--- src/design/ssl_regs.svh ---
`ifndef SSL_REGS_SVH
`define SSL_REGS_SVH

// Register byte offsets
`define SSL_OFS_CTRL   8'h00
`define SSL_OFS_BAUD   8'h04
`define SSL_OFS_TXBUF  8'h08
`define SSL_OFS_RXBUF  8'h0c
`define SSL_OFS_EIC    8'h10
`define SSL_OFS_STAT   8'h14
`define SSL_OFS_DIR    8'h18

// Control register fields
`define SSL_CTRL_EN      0
`define SSL_CTRL_MS      1
`define SSL_CTRL_ENB_HI  7
`define SSL_CTRL_ENB_LO  4
`define SSL_CTRL_FLG_HI  11
`define SSL_CTRL_FLG_LO  8
`define SSL_CTRL_WID_HI  15
`define SSL_CTRL_WID_LO  12

// Status, interrupt control and direction fields
`define SSL_STAT_TXE   0
`define SSL_STAT_RXF   1
`define SSL_STAT_BUSY  2
`define SSL_EIC_REQ    0
`define SSL_EIC_EN     1
`define SSL_DIR_SCLK   0
`define SSL_DIR_MOSI   1
`define SSL_DIR_MISO   2

// Reset values
`define SSL_BAUD_RST   16'h0007
`define SSL_WID_RST    4'hf
`define SSL_DIR_RST    3'h0

`endif

--- src/design/ssl_pkg.sv ---
package ssl_pkg;

  typedef enum logic [3:0]
  {
    SSL_IDLE  = 4'b0001,
    SSL_START = 4'b0010,
    SSL_LOW   = 4'b0100,
    SSL_HIGH  = 4'b1000
  } ssl_state_t;

  // Order matches control register bits tx, rx, phase, baud (msb first)
  typedef struct packed
  {
    logic tx;
    logic rx;
    logic ph;
    logic bd;
  } ssl_err_t;

  typedef struct packed
  {
    logic sclk;
    logic mosi;
    logic miso;
  } ssl_pins_t;

endpackage : ssl_pkg

--- src/design/ssl_core.sv ---
// Implementation choices: the address map and register access over AHB-Lite.
`timescale 1ns/1ps
`default_nettype none
`include "ssl_regs.svh"

module ssl_core
  import ssl_pkg::*;
(
  input  wire logic        hclk,
  input  wire logic        hresetn,
  input  wire logic        hsel,
  input  wire logic [31:0] haddr,
  input  wire logic [1:0]  htrans,
  input  wire logic        hwrite,
  input  wire logic [2:0]  hsize,
  input  wire logic [31:0] hwdata,
  input  wire logic        hready,
  output logic             hreadyout,
  output logic             hresp,
  output logic [31:0]      hrdata,
  input  wire logic        sclk_in,
  output logic             sclk_out,
  output logic             sclk_oe,
  input  wire logic        master_out_slave_in_pin_in,
  output logic             master_out_slave_in_pin_out,
  output logic             master_out_slave_in_pin_oe,
  input  wire logic        master_in_slave_out_pin_in,
  output logic             master_in_slave_out_pin_out,
  output logic             master_in_slave_out_pin_oe,
  input  wire logic        error_interrupt_ack,
  output logic             error_interrupt
);

  function automatic logic [15:0] ssl_mask(input logic [3:0] w);
    ssl_mask = 16'hffff >> (4'hf - w);
  endfunction : ssl_mask

  function automatic logic ssl_msb(input logic [15:0] v, input logic [3:0] w);
    ssl_msb = v[w];
  endfunction : ssl_msb

  logic        channel_enable_q, master_select_q;
  ssl_err_t    error_enable_bits_q, error_indication_flags_q, err_set, sw_set;
  logic [3:0]  wsel_q;
  logic [15:0] baud_q, transmit_buffer_q, receive_buffer_q, sr_q;
  logic        tx_full_q, tx_fresh_q, rx_full_q, eic_req_q, eic_en_q;
  logic [2:0]  dir_q;
  logic        wr_pend_q;
  logic [7:0]  wr_addr_q;
  logic [31:0] hrdata_q;
  ssl_state_t  st_q;
  logic [4:0]  cnt_q;
  logic [15:0] div_q;
  logic        lat_q, ph_ref_q, ph_chk_q, din_prev_q;
  logic [17:0] gap_q;
  ssl_pins_t   s1_q, s2_q;
  logic        sclk_s3_q;
  ssl_pins_t   out_q;
  logic        irq_q;

  logic        addr_ph, wr_ctrl, wr_tx, rd_rx, m_act, s_act, tick;
  logic        s_rise, s_fall, din, latch_ev, shift_ev, m_end, s_end, frame_end;
  logic        m_load, s_load, load_ev, bd_reset, too_fast, too_slow, busy;
  logic [16:0] half;
  logic [15:0] rx_val, ld_val;

  // Slave receives on mosi, master on miso; own bits come back on a shared line
  assign din      = master_select_q ? s2_q.miso : s2_q.mosi;
  assign addr_ph  = hsel & htrans[1] & hready;
  assign wr_ctrl  = wr_pend_q & (wr_addr_q == `SSL_OFS_CTRL);
  assign wr_tx    = wr_pend_q & (wr_addr_q == `SSL_OFS_TXBUF);
  assign rd_rx    = addr_ph & ~hwrite & (haddr[7:0] == `SSL_OFS_RXBUF);
  assign m_act    = channel_enable_q & master_select_q;
  assign s_act    = channel_enable_q & ~master_select_q;
  assign tick     = (div_q == baud_q);
  assign s_rise   = s_act & s2_q.sclk & ~sclk_s3_q;
  assign s_fall   = s_act & ~s2_q.sclk & sclk_s3_q;
  assign m_end    = m_act & (st_q == SSL_HIGH) & tick & (cnt_q == ({1'b0, wsel_q} + 5'h01));
  assign s_end    = s_rise & (cnt_q == {1'b0, wsel_q});
  assign frame_end = m_end | s_end;
  assign latch_ev = m_act ? ((st_q == SSL_LOW) & tick) : s_rise;
  assign shift_ev = m_act ? ((st_q == SSL_HIGH) & tick & ~m_end) : (s_fall & (cnt_q != 5'h00));
  assign m_load   = m_act & tx_full_q & (((st_q == SSL_IDLE)) | m_end);
  assign s_load   = s_act & tx_full_q & (cnt_q == 5'h00) & ~s_rise & ~s_fall;
  assign load_ev  = m_load | s_load;
  assign ld_val   = transmit_buffer_q & ssl_mask(wsel_q);
  assign rx_val   = {sr_q[14:0], (m_act ? lat_q : din)} & ssl_mask(wsel_q);
  assign half     = {1'b0, baud_q} + 17'h00001;
  assign too_fast = ({1'b0, gap_q} + 19'h00001) < {2'b00, half[16:1]};
  assign too_slow = gap_q > {half, 1'b0};
  assign busy     = (st_q != SSL_IDLE) | (cnt_q != 5'h00);

  // Slave checks transmit freshness and clock rate; master only rx and phase
  always_comb
  begin
    err_set.tx = s_rise & (cnt_q == 5'h00) & ~tx_fresh_q;
    err_set.rx = frame_end & rx_full_q;
    err_set.ph = channel_enable_q & ph_chk_q & (din != ph_ref_q);
    err_set.bd = s_act & (cnt_q != 5'h00) & (((s_rise | s_fall) & too_fast) | too_slow);
    sw_set     = wr_ctrl & channel_enable_q ? (hwdata[`SSL_CTRL_FLG_HI:`SSL_CTRL_FLG_LO]
                 & ~error_indication_flags_q & error_enable_bits_q) : 4'h0;
  end

  assign bd_reset = err_set.bd & error_enable_bits_q.bd;

  // Bus: zero wait state; reads decoded in the address phase
  always_ff @(posedge hclk or negedge hresetn)
  begin
    if (!hresetn)
    begin
      wr_pend_q <= 1'b0;
      wr_addr_q <= 8'h00;
      hrdata_q  <= 32'h0000_0000;
    end
    else
    begin
      wr_pend_q <= addr_ph & hwrite;
      wr_addr_q <= haddr[7:0];
      if (addr_ph & ~hwrite)
      begin
        case (haddr[7:0])
          `SSL_OFS_CTRL:  hrdata_q <= {16'h0000, wsel_q,
                                       channel_enable_q ? error_indication_flags_q : 4'h0,
                                       error_enable_bits_q, 2'b00, master_select_q, channel_enable_q};
          `SSL_OFS_BAUD:  hrdata_q <= {16'h0000, baud_q};
          `SSL_OFS_TXBUF: hrdata_q <= {16'h0000, transmit_buffer_q};
          `SSL_OFS_RXBUF: hrdata_q <= {16'h0000, receive_buffer_q};
          `SSL_OFS_EIC:   hrdata_q <= {30'h0000_0000, eic_en_q, eic_req_q};
          `SSL_OFS_STAT:  hrdata_q <= {29'h0000_0000, busy, rx_full_q, ~tx_full_q};
          `SSL_OFS_DIR:   hrdata_q <= {29'h0000_0000, dir_q};
          default:        hrdata_q <= 32'h0000_0000;
        endcase
      end
    end
  end

  // Configuration; width and enables only change while the channel is off
  always_ff @(posedge hclk or negedge hresetn)
  begin
    if (!hresetn)
    begin
      channel_enable_q    <= 1'b0;
      master_select_q     <= 1'b0;
      error_enable_bits_q <= 4'h0;
      wsel_q              <= `SSL_WID_RST;
      baud_q              <= `SSL_BAUD_RST;
      dir_q               <= `SSL_DIR_RST;
      eic_en_q            <= 1'b0;
    end
    else
    begin
      if (wr_ctrl)
      begin
        channel_enable_q <= hwdata[`SSL_CTRL_EN];
        master_select_q  <= hwdata[`SSL_CTRL_MS];
        if (!channel_enable_q)
        begin
          error_enable_bits_q <= hwdata[`SSL_CTRL_ENB_HI:`SSL_CTRL_ENB_LO];
          wsel_q              <= hwdata[`SSL_CTRL_WID_HI:`SSL_CTRL_WID_LO];
        end
      end
      if (wr_pend_q & (wr_addr_q == `SSL_OFS_BAUD))
        baud_q <= hwdata[15:0];
      if (wr_pend_q & (wr_addr_q == `SSL_OFS_DIR))
        dir_q <= hwdata[2:0];
      if (wr_pend_q & (wr_addr_q == `SSL_OFS_EIC))
        eic_en_q <= hwdata[`SSL_EIC_EN];
    end
  end

  // Error flags and shared request; hardware set wins over any clear
  always_ff @(posedge hclk or negedge hresetn)
  begin
    if (!hresetn)
    begin
      error_indication_flags_q <= 4'h0;
      eic_req_q                <= 1'b0;
      irq_q                    <= 1'b0;
    end
    else
    begin
      if (wr_ctrl & channel_enable_q)
        error_indication_flags_q <= hwdata[`SSL_CTRL_FLG_HI:`SSL_CTRL_FLG_LO] | err_set;
      else
        error_indication_flags_q <= error_indication_flags_q | err_set;
      if (((err_set & error_enable_bits_q) != 4'h0) | (sw_set != 4'h0))
        eic_req_q <= 1'b1;
      else if (error_interrupt_ack)
        eic_req_q <= 1'b0;
      else if (wr_pend_q & (wr_addr_q == `SSL_OFS_EIC))
        eic_req_q <= hwdata[`SSL_EIC_REQ];
      irq_q <= eic_req_q & eic_en_q;
    end
  end

  // Buffers
  always_ff @(posedge hclk or negedge hresetn)
  begin
    if (!hresetn)
    begin
      transmit_buffer_q <= 16'h0000;
      tx_full_q         <= 1'b0;
      tx_fresh_q        <= 1'b0;
      receive_buffer_q  <= 16'h0000;
      rx_full_q         <= 1'b0;
    end
    else
    begin
      if (wr_tx)
        transmit_buffer_q <= hwdata[15:0];
      // Stored while disabled but never armed
      if (wr_tx & channel_enable_q)
        tx_full_q <= 1'b1;
      else if (load_ev | ~channel_enable_q)
        tx_full_q <= 1'b0;
      if (wr_tx & channel_enable_q)
        tx_fresh_q <= 1'b1;
      else if (s_rise & (cnt_q == 5'h00))
        tx_fresh_q <= 1'b0;
      if (frame_end & ~bd_reset)
        receive_buffer_q <= rx_val;
      if (frame_end & ~bd_reset)
        rx_full_q <= 1'b1;
      else if (rd_rx)
        rx_full_q <= 1'b0;
    end
  end

  // Pin synchronisers
  always_ff @(posedge hclk or negedge hresetn)
  begin
    if (!hresetn)
    begin
      s1_q       <= 3'h0;
      s2_q       <= 3'h0;
      sclk_s3_q  <= 1'b0;
      din_prev_q <= 1'b0;
    end
    else
    begin
      s1_q       <= {sclk_in, master_out_slave_in_pin_in, master_in_slave_out_pin_in};
      s2_q       <= s1_q;
      sclk_s3_q  <= s2_q.sclk;
      din_prev_q <= din;
    end
  end

  // Master sequencer and baud divider
  always_ff @(posedge hclk or negedge hresetn)
  begin
    if (!hresetn)
    begin
      st_q  <= SSL_IDLE;
      div_q <= 16'h0000;
    end
    else
    begin
      div_q <= (tick | (st_q == SSL_IDLE)) ? 16'h0000 : div_q + 16'h0001;
      if (!m_act)
        st_q <= SSL_IDLE;
      else
      begin
        case (st_q)
          SSL_IDLE:  st_q <= tx_full_q ? SSL_START : SSL_IDLE;
          SSL_START: st_q <= tick ? SSL_LOW : SSL_START;
          SSL_LOW:   st_q <= tick ? SSL_HIGH : SSL_LOW;
          SSL_HIGH:  st_q <= !tick ? SSL_HIGH : ((m_end & ~tx_full_q) ? SSL_IDLE : SSL_LOW);
          default:   st_q <= SSL_IDLE;
        endcase
      end
    end
  end

  // Shift register, bit count, phase and rate checks
  always_ff @(posedge hclk or negedge hresetn)
  begin
    if (!hresetn)
    begin
      sr_q     <= 16'h0000;
      cnt_q    <= 5'h00;
      lat_q    <= 1'b0;
      ph_ref_q <= 1'b0;
      ph_chk_q <= 1'b0;
      gap_q    <= 18'h00000;
    end
    else
    begin
      // Slave keeps the whole received word, so an unrefreshed frame echoes it
      if (load_ev)
        sr_q <= ld_val;
      else if (s_end)
        sr_q <= rx_val;
      else if (shift_ev)
        sr_q <= {sr_q[14:0], lat_q};
      if (bd_reset | ~channel_enable_q | frame_end)
        cnt_q <= 5'h00;
      else if (latch_ev)
        cnt_q <= cnt_q + 5'h01;
      if (latch_ev)
        lat_q <= din;
      ph_chk_q <= latch_ev;
      if (latch_ev)
        ph_ref_q <= din_prev_q;
      if (bd_reset | s_rise | s_fall | (cnt_q == 5'h00) | ~s_act)
        gap_q <= 18'h00000;
      else
        gap_q <= gap_q + 18'h00001;
    end
  end

  // Pin outputs; only the unused role's data line is held high, directions are software's job
  always_ff @(posedge hclk or negedge hresetn)
  begin
    if (!hresetn)
      out_q <= 3'b011;
    else
    begin
      out_q.sclk <= m_act & (st_q == SSL_HIGH);
      out_q.mosi <= m_act ? ssl_msb(sr_q, wsel_q) : 1'b1;
      out_q.miso <= s_act ? ssl_msb(sr_q, wsel_q) : 1'b1;
    end
  end

  assign hreadyout                   = 1'b1;
  assign hresp                       = 1'b0;
  assign hrdata                      = hrdata_q;
  assign sclk_out                    = out_q.sclk;
  assign master_out_slave_in_pin_out = out_q.mosi;
  assign master_in_slave_out_pin_out = out_q.miso;
  assign sclk_oe                     = dir_q[`SSL_DIR_SCLK];
  assign master_out_slave_in_pin_oe  = dir_q[`SSL_DIR_MOSI];
  assign master_in_slave_out_pin_oe  = dir_q[`SSL_DIR_MISO];
  assign error_interrupt             = irq_q;

  AST_TX_DISABLED: assert property (@(posedge hclk) disable iff (!hresetn)
    (wr_tx & ~channel_enable_q & ~tx_full_q) |=> ~tx_full_q)
    else $error("tx write while disabled armed a transfer");
  AST_RX_OVERRUN: assert property (@(posedge hclk) disable iff (!hresetn)
    (frame_end & rx_full_q & channel_enable_q) |=> error_indication_flags_q.rx)
    else $error("overrun did not set receive error");
  AST_REQ_ENABLED: assert property (@(posedge hclk) disable iff (!hresetn)
    ((err_set & error_enable_bits_q) != 4'h0) |=> eic_req_q ##1 (irq_q == eic_en_q))
    else $error("enabled error gave no request");
  AST_FLAG_ALWAYS: assert property (@(posedge hclk) disable iff (!hresetn)
    (err_set.ph & channel_enable_q) |=> error_indication_flags_q.ph)
    else $error("phase error flag not set");
  AST_MASTER_ERRS: assert property (@(posedge hclk) disable iff (!hresetn)
    master_select_q |-> (!err_set.tx && !err_set.bd))
    else $error("slave-only error in master mode");
  AST_ACK_CLEAR: assert property (@(posedge hclk) disable iff (!hresetn)
    (error_interrupt_ack & (err_set == 4'h0) & (sw_set == 4'h0)) |=> ~eic_req_q)
    else $error("service did not clear request");
  AST_BAUD_RESET: assert property (@(posedge hclk) disable iff (!hresetn)
    bd_reset |=> (cnt_q == 5'h00) && (gap_q == 18'h00000))
    else $error("baud error did not reset channel");
  AST_NO_GAP: assert property (@(posedge hclk) disable iff (!hresetn)
    (m_end & tx_full_q & m_act) |=> (st_q == SSL_LOW) && (sr_q == $past(ld_val)))
    else $error("back to back frame had a gap");
  AST_SW_SET: assert property (@(posedge hclk) disable iff (!hresetn)
    (sw_set != 4'h0) |=> eic_req_q)
    else $error("software flag set gave no request");
  AST_ENB_LOCK: assert property (@(posedge hclk) disable iff (!hresetn)
    (wr_ctrl & channel_enable_q) |=> $stable(error_enable_bits_q) && $stable(wsel_q))
    else $error("enables changed while enabled");

endmodule : ssl_core

`default_nettype wire

--- config.mk ---
export PLATFORM = sky130hd
export DESIGN_NAME = ssl_core
export DESIGN_NICKNAME = d
export VERILOG_FILES = /design/src/design/ssl_pkg.sv /design/src/design/ssl_core.sv
export VERILOG_INCLUDE_DIRS = /design/src /design/src/design
export SDC_FILE = /design/constraint.sdc
export NUM_CORES = 1
export LEC_CHECK = 0
export BUFFER_PORTS_ARGS = -buffer_cell sky130_fd_sc_hd__clkbuf_2
export CAP_MARGIN = 20
export CELL_PAD_IN_SITES_DETAIL_PLACEMENT = 1
export CELL_PAD_IN_SITES_GLOBAL_PLACEMENT = 2
export CORE_MARGIN = 3
export CORE_UTILIZATION = 42
export CTS_BUF_LIST = sky130_fd_sc_hd__clkbuf_8
export CTS_CLUSTER_DIAMETER = 150
export DETAILED_ROUTE_END_ITERATION = 8
export GPL_TIMING_DRIVEN = 1
export PLACE_DENSITY = 0.95
export SETUP_SLACK_MARGIN = 0.05
export SYNTH_ARGS = -nofsm -noshare
export SYNTH_HDL_FRONTEND = slang
export SYNTH_SLANG_ARGS = --single-unit
--- constraint.sdc ---
create_clock -name hclk -period 7 [get_ports hclk]
set_input_delay 0 -clock hclk [delete_from_list [all_inputs] [get_ports hclk]]
set_output_delay 0 -clock hclk [all_outputs]
set_load 0.02 [all_outputs]
# --- Yosys cells after proc, flatten, opt, wreduce, memory -nomap -nowiden ---
# Cells that the tools add are included.
totals:
  reg_bits: 185
  input_bits: 78
  out_inout_bits: 41
  wordCells: 200
classes:
  addsub: 7
  order_cmp: 3
  eq_ne: 19
  n_shift: 1
  muxes: 35
  n_bitwise: 79
  reduce_logical: 13
ops:
  columns: ["op", "n"]
  rows:
  - ["case mux 16 bit (7 select lines)", 1]
  - ["2-to-1 mux 16 bit", 4]
  - ["bitwise AND 1 bit", 44]
  - ["equality test 8 x 5 -> 1 bit, second input constant", 5]
  - ["bitwise AND 16 bit", 2]
  - ["equality test 8 x 4 -> 1 bit, second input constant", 3]
  - ["2-to-1 mux 4 bit", 6]
  - ["adder 18 x 1 -> 19 bit, second input constant", 1]
  - ["< comparator 19 x 16 -> 1 bit", 1]
  - ["adder 18 x 1 -> 18 bit, second input constant", 1]
  - ["> comparator 18 bit", 1]
  - ["2-to-1 mux 18 bit", 1]
  - ["adder 16 x 1 -> 17 bit, second input constant", 1]
  - ["adder 16 x 1 -> 16 bit, second input constant", 1]
  - ["equality test 16 bit", 1]
  - ["equality test 8 x 3 -> 1 bit, second input constant", 2]
  - ["zero test 8 bit", 2]
  - ["2-to-1 mux 1 bit", 16]
  - ["case mux 4 bit (4 select lines)", 1]
  - [">> shifter 16 x 4 -> 16 bit, first input constant", 1]
  - ["bitwise OR 1 bit", 15]
  - ["bitwise AND 4 bit", 3]
  - ["inverter 1 bit", 12]
  - ["2-to-1 mux 5 bit", 2]
  - ["other kinds (23)", 30]

# --- Longest topological paths before layout ---
# Gate-level depths: netlist of run 1.
logic_depth:
  depth_word: 14
  depth_mapped: 17
  ltp_nobuf: 15

# --- Least setup slack after synthesis of run 1 ---
# No wires, ideal clock.
synth_path:
  path_kind: "register -> register"
  startpoint: "register gap_q[2]"
  endpoint: "register receive_buffer_q[0]"
  setup_ns: 0.125
  arrival_ns: 3.322
  required_time_ns: 6.875
  setup_slack_ns: 3.553
  stages_incl_launch_ff: 15
  path_buffers: 0
  synth_period_minus_slack_ns: 3.447
  path_cell_list: "dfrtp_1 -> and4_1 -> nand2_1 -> or4_1 -> nor2_1 -> xor2_1 -> ha_1 -> nand2_1 -> nor3_1 -> nor4b_1 -> a41o_1 -> o21ai_1 -> nand3_2 -> o211ai_4 -> mux2_2"
synth_via:
  elab_chain_cells: 8
  elab_cells_between_ends: 9
  cone_classes: "1 x add/sub; 2 x order compare; 6 x bitwise"
synth_rtl:
  columns: ["element", "line_no", "text"]
  rows:
  - ["from (decl)", "ssl_core.sv:55", "logic [17:0] gap_q;"]
  - ["from (signal assigned)", "ssl_core.sv:307", "gap_q <= gap_q + 18'h00001;"]
  - ["adder 18 x 1 -> 19 bit", "ssl_core.sv:89", "assign too_fast = ({1'b0, gap_q} + 19'h00001) < {2'b00, half[16:1]};"]
  - ["< comparator 19 x 16 -> 1 bit", "ssl_core.sv:89", null]
  - ["bitwise AND 1 bit", "ssl_core.sv:99", "err_set.bd = s_act & (cnt_q != 5'h00) & (((s_rise | s_fall) & too_fast) | too_slow);"]
  - ["bitwise OR 1 bit (*)", "ssl_core.sv:99", null]
  - ["bitwise AND 1 bit (*)", "ssl_core.sv:99", null]
  - ["bitwise AND 1 bit (*)", "ssl_core.sv:104", "assign bd_reset = err_set.bd & error_enable_bits_q.bd;"]
  - ["inverter 1 bit (*)", "ssl_core.sv:220", "if (frame_end & ~bd_reset)"]
  - ["bitwise AND 1 bit (*)", "ssl_core.sv:220", null]
  - ["to (signal assigned)", "ssl_core.sv:221", "receive_buffer_q <= rx_val;"]
  - ["to (decl)", "ssl_core.sv:45", "logic [15:0] baud_q, transmit_buffer_q, receive_buffer_q, sr_q;"]
# Every way passes the cells marked *; elsewhere a longest branch is shown, timed or not.
# A chain may end at the register's enable or synchronous reset.

# --- Worst setup path in the final report of run 1 ---
layout_path:
  startpoint: "register gap_q[0]"
  endpoint: "register receive_buffer_q[15]"
# The elaborated chain is that of the path after synthesis.

==> impl_metrics.env, run 1 <==
export IMPL_core_area_sq_mm=0.0222
export IMPL_yosysSeqAreaShare=0.442
export IMPL_p_clk_frac=0.381
export IMPL_numPlacedInstances=1228
export IMPL_tritoncts="yes"
export IMPL_grt_pass1_vias=7721
export IMPL_p_per_area_mw_per_mm2=177
export IMPL_p_switching_uw=519
export IMPL_tns_ps=0
export IMPL_maxCapViolCount=0
export IMPL_rows=54
export IMPL_drt_iter0_markers=444
export IMPL_fillerInstances=2503
export IMPL_clk_pin_slew_worst_paths_ps=90
export IMPL_holdPathStages=4
export IMPL_start_util=0.433
export IMPL_synth_common_cells="dfrtp_1 (159), nand2_1 (86), nor2_1 (58)"
export IMPL_hold_start="error_interrupt_ack"
export IMPL_cp_top_family="simple AND/OR/NAND/NOR gates"
export IMPL_synthTopCellsByArea="dfrtp_1 (41%), mux2_2 (6.2%), ha_1 (4.6%), xnor2_1 (4.1%), nand2_1 (3.4%)"
export IMPL_p_seq_frac=0.539
export IMPL_routed_via_density=5.78
export IMPL_crit_path_cell_trace="ha_1 -> nand4_1 -> nor3_1 -> and3_1 -> xor2_1 -> ha_1 -> nand2_1 -> nor3_1 -> nor4b_1 -> a41o_1 -> o21ai_1 -> nand3_2 -> o211ai_4 -> mux2_2"
export IMPL_rsz0062_at_grt="no"
export IMPL_nets=1109
export IMPL_cts_resized=0
export IMPL_path_buf_inv=0
export IMPL_syn2layout_area_growth_pct=11.7
export IMPL_ys_warnings_count=0
export IMPL_drcViolationCount=0
export IMPL_htree_levels=4
export IMPL_cp_start_kind="register"
export IMPL_grt_max_degree=100
export IMPL_grtUsageTotal=0.222
export IMPL_synth_most_common_cell="dfrtp_1"
export IMPL_period_minus_slack_ps=4460
export IMPL_synth_edf_count=0
export IMPL_vias=7453
export IMPL_hold_viol=0
export IMPL_die_w_um=157
export IMPL_dr_wl_met2_um=12400
export IMPL_cts_buffers=17
export IMPL_async_flop_share=1.00
export IMPL_p_sw_frac=0.273
export IMPL_avgSynthCellArea_sq_um=10.3
export IMPL_wl_met1_um=12300
export IMPL_dieHeight_um=157
export IMPL_cp_arrival_ps=4820
export IMPL_die_area_sq_mm=0.0247
export IMPL_setup_viol=0
export IMPL_grt_overflow_total=0
export IMPL_hp_class="input port to register"
export IMPL_dpl_hpwl_um=19500
export IMPL_postRouteAntennaNets=0
export IMPL_worstSetupPathType="register to register"
export IMPL_gp_congestion=0.876
export IMPL_reg2reg_from="gap_q[0]"
export IMPL_diodes=0
export IMPL_holdPathEnd="eic_req_q"
export IMPL_clk_latency_ps=480
export IMPL_met3RoutedLength_um=1290
export IMPL_cpPeakStageDelay_ps=750
export IMPL_synth_main_ff_cell="dfrtp_1"
export IMPL_root_buffer="clkbuf_8"
export IMPL_antenna_found_initial=0
export IMPL_timing_final_crit_share=0.638
export IMPL_status="finished clean"
export IMPL_tightest_slew_ps=1060
export IMPL_synth_top_area_frac=0.415
export IMPL_layout_drive_gt1_share=0.182
export IMPL_first_pass_iters=4
export IMPL_ir_drop_uv=85.3
export IMPL_max_freq_ghz=0.224
export IMPL_cp_slowest_cell="o211ai_4"
export IMPL_clockBufferDepth=2
export IMPL_rr_endpoint="receive_buffer_q[15]"
export IMPL_port_buffers=56
export IMPL_synth_seq_cells=169
export IMPL_worst_path_max_fanout=17
export IMPL_p_leak_uw=0.00477
export IMPL_synth_area_leader_cell="dfrtp_1"
export IMPL_synth_cells=935
export IMPL_critical_path_required_ps=7360
export IMPL_drt_wl_total_um=26700
export IMPL_maxSlewHeadroom=0.291
export IMPL_slew_violations=0
export IMPL_grt_pass1_wl_um=42500
export IMPL_cell_internal_pwr_uw=1380
export IMPL_cp_end_kind="register"
export IMPL_reg2reg_setup_slack_ps=2540
export IMPL_synth_distinct_cells=72
export IMPL_io_pins=119
export IMPL_clock_sinks=169
export IMPL_wire_per_inst_um=20.7
export IMPL_r2r_cells=14
export IMPL_fin_skew_ps=15.0
export IMPL_combPwrFrac=0.080
export IMPL_top_layer="met4"
export IMPL_syn_cell_area_sq_mm=0.00960
export IMPL_stdcell_count=1289
==> power by group through the flow <==
stage | Clock [uW] | Combinational [uW] | Sequential, uW
2_1_floorplan | 0 | 93.3 | 1030
3_3_place_gp | 0 | 135 | 1040
3_5_place_dp | 0 | 140 | 1040
4_1_cts | 737 | 153 | 1020
5_1_grt | 781 | 168 | 1030
6_report | 726 | 152 | 1020
==> cells in the final DEF, fill, tap and decap left out, types with 5 or more instances in the layout <==
master / count
conb_1: 18
dfrtp_1: 159
nor3_1: 19
clkbuf_8: 17
a22o_1: 9
nand3b_1: 5
xnor2_1: 45
mux2i_1: 21
o21ai_0: 47
nand2b_1: 9
a21oi_1: 32
a31oi_1: 12
nor3b_1: 16
nand3_1: 34
nand4_1: 24
dlygate4sd3_1: 28
ha_1: 35
or3_1: 5
nor2b_1: 6
dfstp_2: 10
inv_1: 45
a22oi_1: 7
mux2_2: 53
mux4_2: 14
nor2_1: 57
nand2_1: 86
nor4_1: 5
and3_1: 11
a21o_1: 5
clkbuf_2: 55
xor2_1: 26
==> worst max-delay path by stage <==
| stage | startpoint | endpoint | depth (start not counted) |
|---|---|---|---|
| final | gap_q[0] | receive_buffer_q[15] | 14 |
| after global routing | gap_q[0] | receive_buffer_q[6] | 14 |
| after CTS | gap_q[0] | receive_buffer_q[15] | 14 |
| after detailed placement | gap_q[0] | receive_buffer_q[15] | 14 |
| after global placement | gap_q[0] | receive_buffer_q[15] | 14 |
| after floorplan | gap_q[2] | receive_buffer_q[0] | 14 |
==> registers in the layout (all words and copies together) (netlist names), 3 cells and up <==
register / count
receive_buffer_q: 16
wsel_q: 4
s2_q: 3
s1_q: 3
error_indication_flags_q: 4
baud_q: 16
sr_q: 16
error_enable_bits_q: 4
dir_q: 3
div_q: 16
cnt_q: 5
st_q: 4
transmit_buffer_q: 16
wr_addr_q: 8
gap_q: 18
hrdata: 16
==> routing by layer <==
metal | track usage | vias up
li1 | - | 3408
met4 | 0.0719 | 0
met2 | 0.359 | 188
met3 | 0.0418 | 47
met1 | 0.304 | 3810
met5 | 0 | -
==> cells by family after synthesis <==
kind of cell / after synthesis / share of synthesized area
AO/OA/AOI/OAI: 156 / 0.109
XOR/XNOR: 74 / 0.0718
adder cells (fa/ha/maj): 37 / 0.0480
buffers and inverters: 108 / 0.0507
flip-flops: 169 / 0.442
multiplexers: 88 / 0.117
other: 2 / 0.000782
AND/OR/NAND/NOR: 301 / 0.160
==> layout make-up <==
type                    instances  area, sq um  area share
multi-input cells             674         4940       0.460
inverters                      45          169      0.0157
clock inverters                15          168      0.0156
clock buffers                  17          234      0.0218
flip-flops and latches        169         4240       0.395
repair buffers                 89          624      0.0582
well taps                     280          350      0.0327
==> per-stage QoR <==
step | total power [uW] | instance area [sq um] | setup WS, ps | hold slack, ps | utilization
2_1_floorplan | 1120 | 9660 | 3550 | -296 | -
3_3_place_gp | 1180 | 10000 | 2690 | 108 | 0.452
3_5_place_dp | 1180 | 10000 | 2520 | 111 | 0.452
4_1_cts | 1910 | 10700 | 2490 | 25.6 | 0.483
5_1_grt | 1980 | 10700 | 2180 | 58.0 | 0.484
6_report | 1900 | 10700 | 2540 | 29.9 | 0.484
==> timing repair <==
| item | CTS | global route |
|---|---|---|
| buffers inserted | 0 | 0 |
| hold endpoints to repair | 153 | 0 |
| hold buffers | 28 | 0 |
==> worst register-to-register path, cell delays in order, from the launching register on <==
cell and delay, ps:
dfrtp_1 450, ha_1 260, nand4_1 190, nor3_1 640, and3_1 280, xor2_1 250, ha_1 280, nand2_1 120
nor3_1 70, nor4b_1 140, a41o_1 220, o21ai_1 100, nand3_2 170, o211ai_4 750, mux2_2 430
Note: power is estimated with default switching activity, not from simulation.
==> run 2: changes to the inputs <==
- CORE_UTILIZATION: 42 -> 35
- PLACE_DENSITY: 0.95 -> 0.85
- clock period: 7 -> 3.7 ns (I/O delays scaled with it)
==> impl_metrics.env, run 2 (synthesis gave the netlist of run 1 again) <==
export IMPL_status="finished clean"
export IMPL_first_pass_iters=5
export IMPL_diodes=0
export IMPL_grt_pass1_wl_um=44600
export IMPL_cp_end_kind="register"
export IMPL_p_clk_frac=0.379
export IMPL_timing_final_crit_share=0.972
export IMPL_dpl_hpwl_um=20800
export IMPL_hp_class="input port to register"
export IMPL_root_buffer="clkbuf_8"
export IMPL_cp_start_kind="register"
export IMPL_cp_slowest_cell="dfstp_2"
export IMPL_dieHeight_um=172
export IMPL_clockBufferDepth=2
export IMPL_ir_drop_uv=175
export IMPL_maxCapViolCount=0
export IMPL_die_area_sq_mm=0.0294
export IMPL_worst_path_max_fanout=6
export IMPL_layout_drive_gt1_share=0.241
export IMPL_clock_sinks=169
export IMPL_cp_arrival_ps=3950
export IMPL_cts_buffers=17
export IMPL_cell_internal_pwr_uw=2600
export IMPL_largest_register="gap_q"
export IMPL_grt_max_degree=84
export IMPL_final_common_cell="dfrtp_1"
export IMPL_setup_viol=0
export IMPL_p_sw_frac=0.283
export IMPL_reg2reg_setup_slack_ps=100
export IMPL_p_switching_uw=1030
export IMPL_drcViolationCount=0
export IMPL_fin_ws_ps=103
export IMPL_post_place_ws_ps=-48.7
export IMPL_cpPeakStageDelay_ps=670
export IMPL_tritoncts="yes"
export IMPL_period_minus_slack_ps=3600
export IMPL_combPwrFrac=0.092
export IMPL_clk_pin_slew_worst_paths_ps=110
export IMPL_max_freq_ghz=0.278
export IMPL_hold_viol=0
export IMPL_rows=59
export IMPL_grt_overflow_total=0
export IMPL_largest_reg_flops=18
export IMPL_postRouteAntennaNets=0
export IMPL_clk_latency_ps=480
export IMPL_core_area_sq_mm=0.0265
export IMPL_p_leak_uw=0.00507
export IMPL_grt_pass1_vias=7801
export IMPL_maxSlewHeadroom=0.284
export IMPL_drt_iter0_markers=578
export IMPL_p_seq_frac=0.529
export IMPL_io_pins=119
export IMPL_wire_per_inst_um=20.2
export IMPL_nets=1167
export IMPL_worstSetupPathType="register to register"
export IMPL_htree_levels=4
export IMPL_slew_violations=0
export IMPL_crit_top_cell="a21o_1"
export IMPL_tightest_slew_ps=1070
export IMPL_p_per_area_mw_per_mm2=320
export IMPL_fin_skew_ps=18.1
export IMPL_antenna_found_initial=0
export IMPL_grtUsageTotal=0.194
export IMPL_critical_path_required_ps=4050
export IMPL_drt_wl_total_um=28300
export IMPL_port_buffers=56
export IMPL_mostFrequentLayoutCells="dfrtp_1 (159), nand2_1 (85), buf_4 (59), clkbuf_2 (55)"
export IMPL_tns_ps=0
export IMPL_place_area_sq_mm=0.0104
export IMPL_start_util=0.362
export IMPL_syn2layout_area_growth_pct=18.1
export IMPL_vias=7582
export IMPL_total_power_uw=3630
export IMPL_routed_via_density=5.41
export IMPL_gp_congestion=0.858
export IMPL_stdcell_area_sq_mm=0.0113
export IMPL_crit_path_cell_trace="nand2_1 -> nor2_2 -> and2_4 -> nand4_1 -> xor2_1 -> ha_1 -> a21o_1 -> maj3_2 -> a21o_1 -> o21ai_1 -> nand3_2 -> o211ai_4 -> buf_12 -> mux2_2"
export IMPL_die_w_um=172
==> run 2: cell types whose count changed in the layout (fill, tap and decap cells not counted), moves of 2 or more <==
cell,change
clkinv_2,-2
inv_8,+2
nor2_1,-4
ha_1,-2
nor2_2,+3
clkinv_4,-2
buf_12,+2
buf_4,+55
==> run 2: layout make-up <==
class | count | area, sq um
flip-flops and latches | 169 | 4240
clock buffers | 18 | 248
repair buffers | 147 | 1080
inverters | 45 | 169
well taps | 335 | 419
fillers | 2960 | 15200
clock inverters | 14 | 154
multi-input cells | 674 | 5020
==> run 2: power by group through the flow <==
stage / Sequential, uW / Combinational (uW) / Clock [uW]
after floorplan: 1940 / 176 / 0
final: 1920 / 333 / 1380
after global routing: 1930 / 367 / 1480
after global placement: 1950 / 290 / 0
after CTS: 1920 / 322 / 1410
after detailed placement: 1960 / 296 / 0
==> run 2: timing repair <==
item / in CTS / in global routing
hold endpoints to repair: 135 / 0
cloned: 0 / 1
gates resized for setup: 4 / 19
hold buffers: 29 / 0
buffers inserted: 6 / 13
endpoints found under the setup margin: 7 / 40
pin swaps: 0 / 14
==> run 2: path summary, 6_finish.rpt <==
path / cells past startpoint / end / startpoint
setup / recovery: 14 / receive_buffer_q[0] / baud_q[0]
hold / removal: 6 / rx_full_q / htrans[1]
setup reg to reg: 14 / receive_buffer_q[0] / baud_q[0]
hold reg to reg: 0 / s2_q[0] / s1_q[0]
max in group asynchronous: 3 / receive_buffer_q[9] / hresetn
min in group asynchronous: 2 / div_q[12] / hresetn
==> run 2: stage by stage <==
stage	hold slack (ps)	cells	utilization
floorplan	-296	951	-
global placement	112	1321	0.392
detailed placement	111	1321	0.392
CTS	65.9	1388	0.420
global route	106	1402	0.428
finish	70.9	1402	0.428
==> run 2: metal layers <==
| layer | vias up | global-route usage | part of all wire |
|---|---|---|---|
| li1 | 3524 | - | - |
| met2 | 146 | 0.314 | 0.48 |
| met3 | 28 | 0.0264 | 0.031 |
| met4 | 0 | 0.0504 | 0.013 |
| met5 | - | 0 | 0 |
| met1 | 3884 | 0.275 | 0.48 |
==> run 2: critical path, delay by kind of cell, from the launching register on <==
kind	cells	cell delay, ps
AOI/OAI and AO/OA	4	750
xor gates and xnor gates	1	270
adders and majority gates	2	580
buffers and inverters	1	170
DFF	1	670
muxes	1	330
and+or+nand+nor	5	690
==> run 3: changes to the inputs <==
- ABC_AREA: default -> 1
- CORE_UTILIZATION: 35 -> 32
==> impl_metrics.env, run 3 <==
export IMPL_fin_skew_ps=23.1
export IMPL_cp_start_kind="register"
export IMPL_syn_cell_area_sq_mm=0.00981
export IMPL_largest_reg_flops=18
export IMPL_p_clk_frac=0.361
export IMPL_synth_compound_area_frac=0.122
export IMPL_routed_via_density=5.04
export IMPL_max_freq_ghz=0.284
export IMPL_cp_arrival_ps=3950
export IMPL_fillerInstances=3672
export IMPL_total_power_uw=4120
export IMPL_avgSynthCellArea_sq_um=7.80
export IMPL_met3RoutedLength_um=1020
export IMPL_rsz0062_at_grt="yes"
export IMPL_p_seq_frac=0.486
export IMPL_root_buffer="clkbuf_8"
export IMPL_vias=9007
export IMPL_maxSlewHeadroom=0.293
export IMPL_clk_pin_slew_worst_paths_ps=110
export IMPL_period_minus_slack_ps=3520
export IMPL_p_per_area_mw_per_mm2=347
export IMPL_crit_path_cell_trace="inv_2 -> nor3_2 -> buf_4 -> inv_2 -> nor3_2 -> buf_4 -> nand4_1 -> nor3_2 -> xnor2_1 -> ha_1 -> nand2_1 -> buf_4 -> inv_1 -> nand3_1 -> nand2_1 -> nor2_1 -> nand3_2 -> nand2_2 -> nand2_4 -> nand3_4 -> nand3_4 -> clkbuf_16 -> nor2_4"
export IMPL_synth_seq_cells=169
export IMPL_drt_iter0_markers=557
export IMPL_async_flop_share=1.00
export IMPL_p_switching_uw=1270
export IMPL_synth_most_common_cell="nand2_1"
export IMPL_synth_simple_gate_area_share=0.270
export IMPL_start_util=0.328
export IMPL_final_common_cell="nand2_1"
export IMPL_grt_pass1_wl_um=51500
export IMPL_worstSetupPathType="register to register"
export IMPL_synth_area_leader_cell="dfrtp_1"
export IMPL_postRouteAntennaNets=0
export IMPL_clock_sinks=169
export IMPL_hp_class="input port to async pin"
export IMPL_synth_common_cells="nand2_1 (284), inv_1 (171), dfrtp_1 (159)"
export IMPL_top_layer="met4"
export IMPL_fin_ws_ps=180
export IMPL_stdcell_count=1787
export IMPL_dr_wl_met2_um=16600
export IMPL_synth_xor_area_frac=0.0321
export IMPL_port_buffers=56
export IMPL_timing_final_crit_share=0.951
export IMPL_setup_viol=0
export IMPL_tightest_slew_ps=1060
export IMPL_diodes=0
export IMPL_die_w_um=181
export IMPL_grt_pass1_vias=9188
export IMPL_combPwrFrac=0.153
export IMPL_first_pass_iters=5
export IMPL_nets=1497
export IMPL_tritoncts="yes"
export IMPL_cp_top_family="simple AND/OR/NAND/NOR gates"
export IMPL_numPlacedInstances=1714
export IMPL_synth_edf_count=0
export IMPL_slew_violations=0
export IMPL_syn2layout_area_growth_pct=21.0
export IMPL_clockBufferDepth=2
export IMPL_wl_met1_um=14800
export IMPL_clk_latency_ps=490
export IMPL_htree_levels=4
export IMPL_maxCapViolCount=0
export IMPL_reg2reg_from="baud_q[0]"
export IMPL_cts_buffers=17
export IMPL_drcViolationCount=0
export IMPL_largest_register="gap_q"
export IMPL_synth_top_family_by_area="simple AND/OR/NAND/NOR gates"
export IMPL_critical_path_required_ps=4130
export IMPL_status="finished clean"
export IMPL_core_area_sq_mm=0.0300
export IMPL_yosysSeqAreaShare=0.432
export IMPL_path_buf_inv=7
export IMPL_rr_endpoint="gap_q[7]"
export IMPL_cp_slowest_cell="dfstp_2"
export IMPL_gp_congestion=0.849
export IMPL_wire_per_inst_um=18.5
export IMPL_fin_util=0.396
export IMPL_synth_area_mux_share=0
export IMPL_synth_main_ff_cell="dfrtp_1"
export IMPL_io_pins=119
export IMPL_p_sw_frac=0.309
export IMPL_ys_warnings_count=0
export IMPL_antenna_found_initial=1
export IMPL_synth_distinct_cells=56
export IMPL_grtUsageTotal=0.199
export IMPL_post_place_ws_ps=56.4
export IMPL_mostFrequentLayoutCells="nand2_1 (254), inv_1 (168), dfrtp_1 (159), nor2_1 (113), o21ai_0 (93)"
export IMPL_reg2reg_setup_slack_ps=180
export IMPL_grt_max_degree=90
export IMPL_dieHeight_um=181
export IMPL_p_leak_uw=0.00599
export IMPL_layout_drive_gt1_share=0.178
export IMPL_die_area_sq_mm=0.0328
export IMPL_cpPeakStageDelay_ps=550
export IMPL_synth_top_area_frac=0.406
export IMPL_ir_drop_uv=220
export IMPL_synthAdderAreaFrac=0.0446
export IMPL_dpl_hpwl_um=24200
export IMPL_cp_end_kind="register"
export IMPL_synthTopCellsByArea="dfrtp_1 (41%), nand2_1 (11%), inv_1 (6.5%), o21ai_0 (4.7%), nor2_1 (4.5%)"
export IMPL_drt_wl_total_um=33000
export IMPL_rows=63
export IMPL_hold_viol=0
export IMPL_synth_cells=1257
export IMPL_grt_overflow_total=0
export IMPL_hold_ws_ps=136
export IMPL_r2r_cells=23
export IMPL_cell_internal_pwr_uw=2850
export IMPL_crit_cells=23
export IMPL_worst_path_max_fanout=6
[run 3: changes by cell type after synthesis, moves of 14 or more]
cell / change
a21oi_1: +20
clkbuf_1: -21
inv_1: +127
mux2_2: -53
mux2i_1: -21
mux4_2: -14
nand2_1: +198
nand3_1: +38
nor2_1: +60
o21ai_0: +46
xnor2_1: -31
[run 3: through the flow]
step                TNS, ps  area, sq um
finish                    0        11900
global route          -1660        11900
CTS                       0        11500
detailed placement        0        10700
global placement          0        10700
floorplan                 0         9870
[run 3: routing by layer]
| layer | up-vias | global-route usage |
|---|---|---|
| li1 | 4299 | - |
| met1 | 4500 | 0.260 |
| met2 | 164 | 0.343 |
| met3 | 44 | 0.0316 |
| met4 | 0 | 0.0524 |
| met5 | - | 0 |
[run 3: logic make-up (layout without fill, tap and decap cells)]
logic type               count (synthesis)  count (layout)
AND/OR/NAND/NOR                        582             582
buffers and inverters                  226             350
AO/OA/AOI/OAI                          207             207
flip-flops                             169             169
XOR/XNOR                                36              36
adder cells (fa/ha/maj)                 35              35
other                                    2              18
[run 3: what timing repair did]
action	in CTS	in global routing
cloned	0	3
setup buffers	0	4
setup endpoints to repair	35	42
pin swaps	0	11
hold buffers	33	0
gates resized for setup	1	71
hold endpoints to repair	146	0
[run 3: how the worst max path moves through the flow]
stage / end / slack (ps) / from
after floorplan: gap_q[7] / 460 / baud_q[2]
after global placement: receive_buffer_q[15] / 150 / baud_q[1]
after detailed placement: receive_buffer_q[8] / 60 / baud_q[1]
after CTS: cnt_q[3] / 70 / baud_q[1]
after global routing: gap_q[3] / -70 / baud_q[0]
final: gap_q[7] / 180 / baud_q[0]
[run 3: power groups by stage]
| stage | sequential [uW] | clock (uW) | combinational [uW] |
|---|---|---|---|
| 2_1_floorplan | 2030 | 0 | 373 |
| 3_3_place_gp | 2030 | 0 | 560 |
| 3_5_place_dp | 2040 | 0 | 576 |
| 4_1_cts | 2000 | 1520 | 608 |
| 5_1_grt | 2020 | 1600 | 714 |
| 6_report | 2000 | 1490 | 630 |
[run 3: area by class of cell]
| type | count | area (sq um) | share of cell area |
|---|---|---|---|
| multi-input combinational | 878 | 4920 | 0.414 |
| sequential | 169 | 4240 | 0.357 |
| clock buffer | 17 | 234 | 0.0197 |
| tap | 390 | 488 | 0.0411 |
| clock inverter | 15 | 188 | 0.0158 |
| inverter | 178 | 668 | 0.0563 |
| timing repair buffer | 140 | 1130 | 0.0955 |
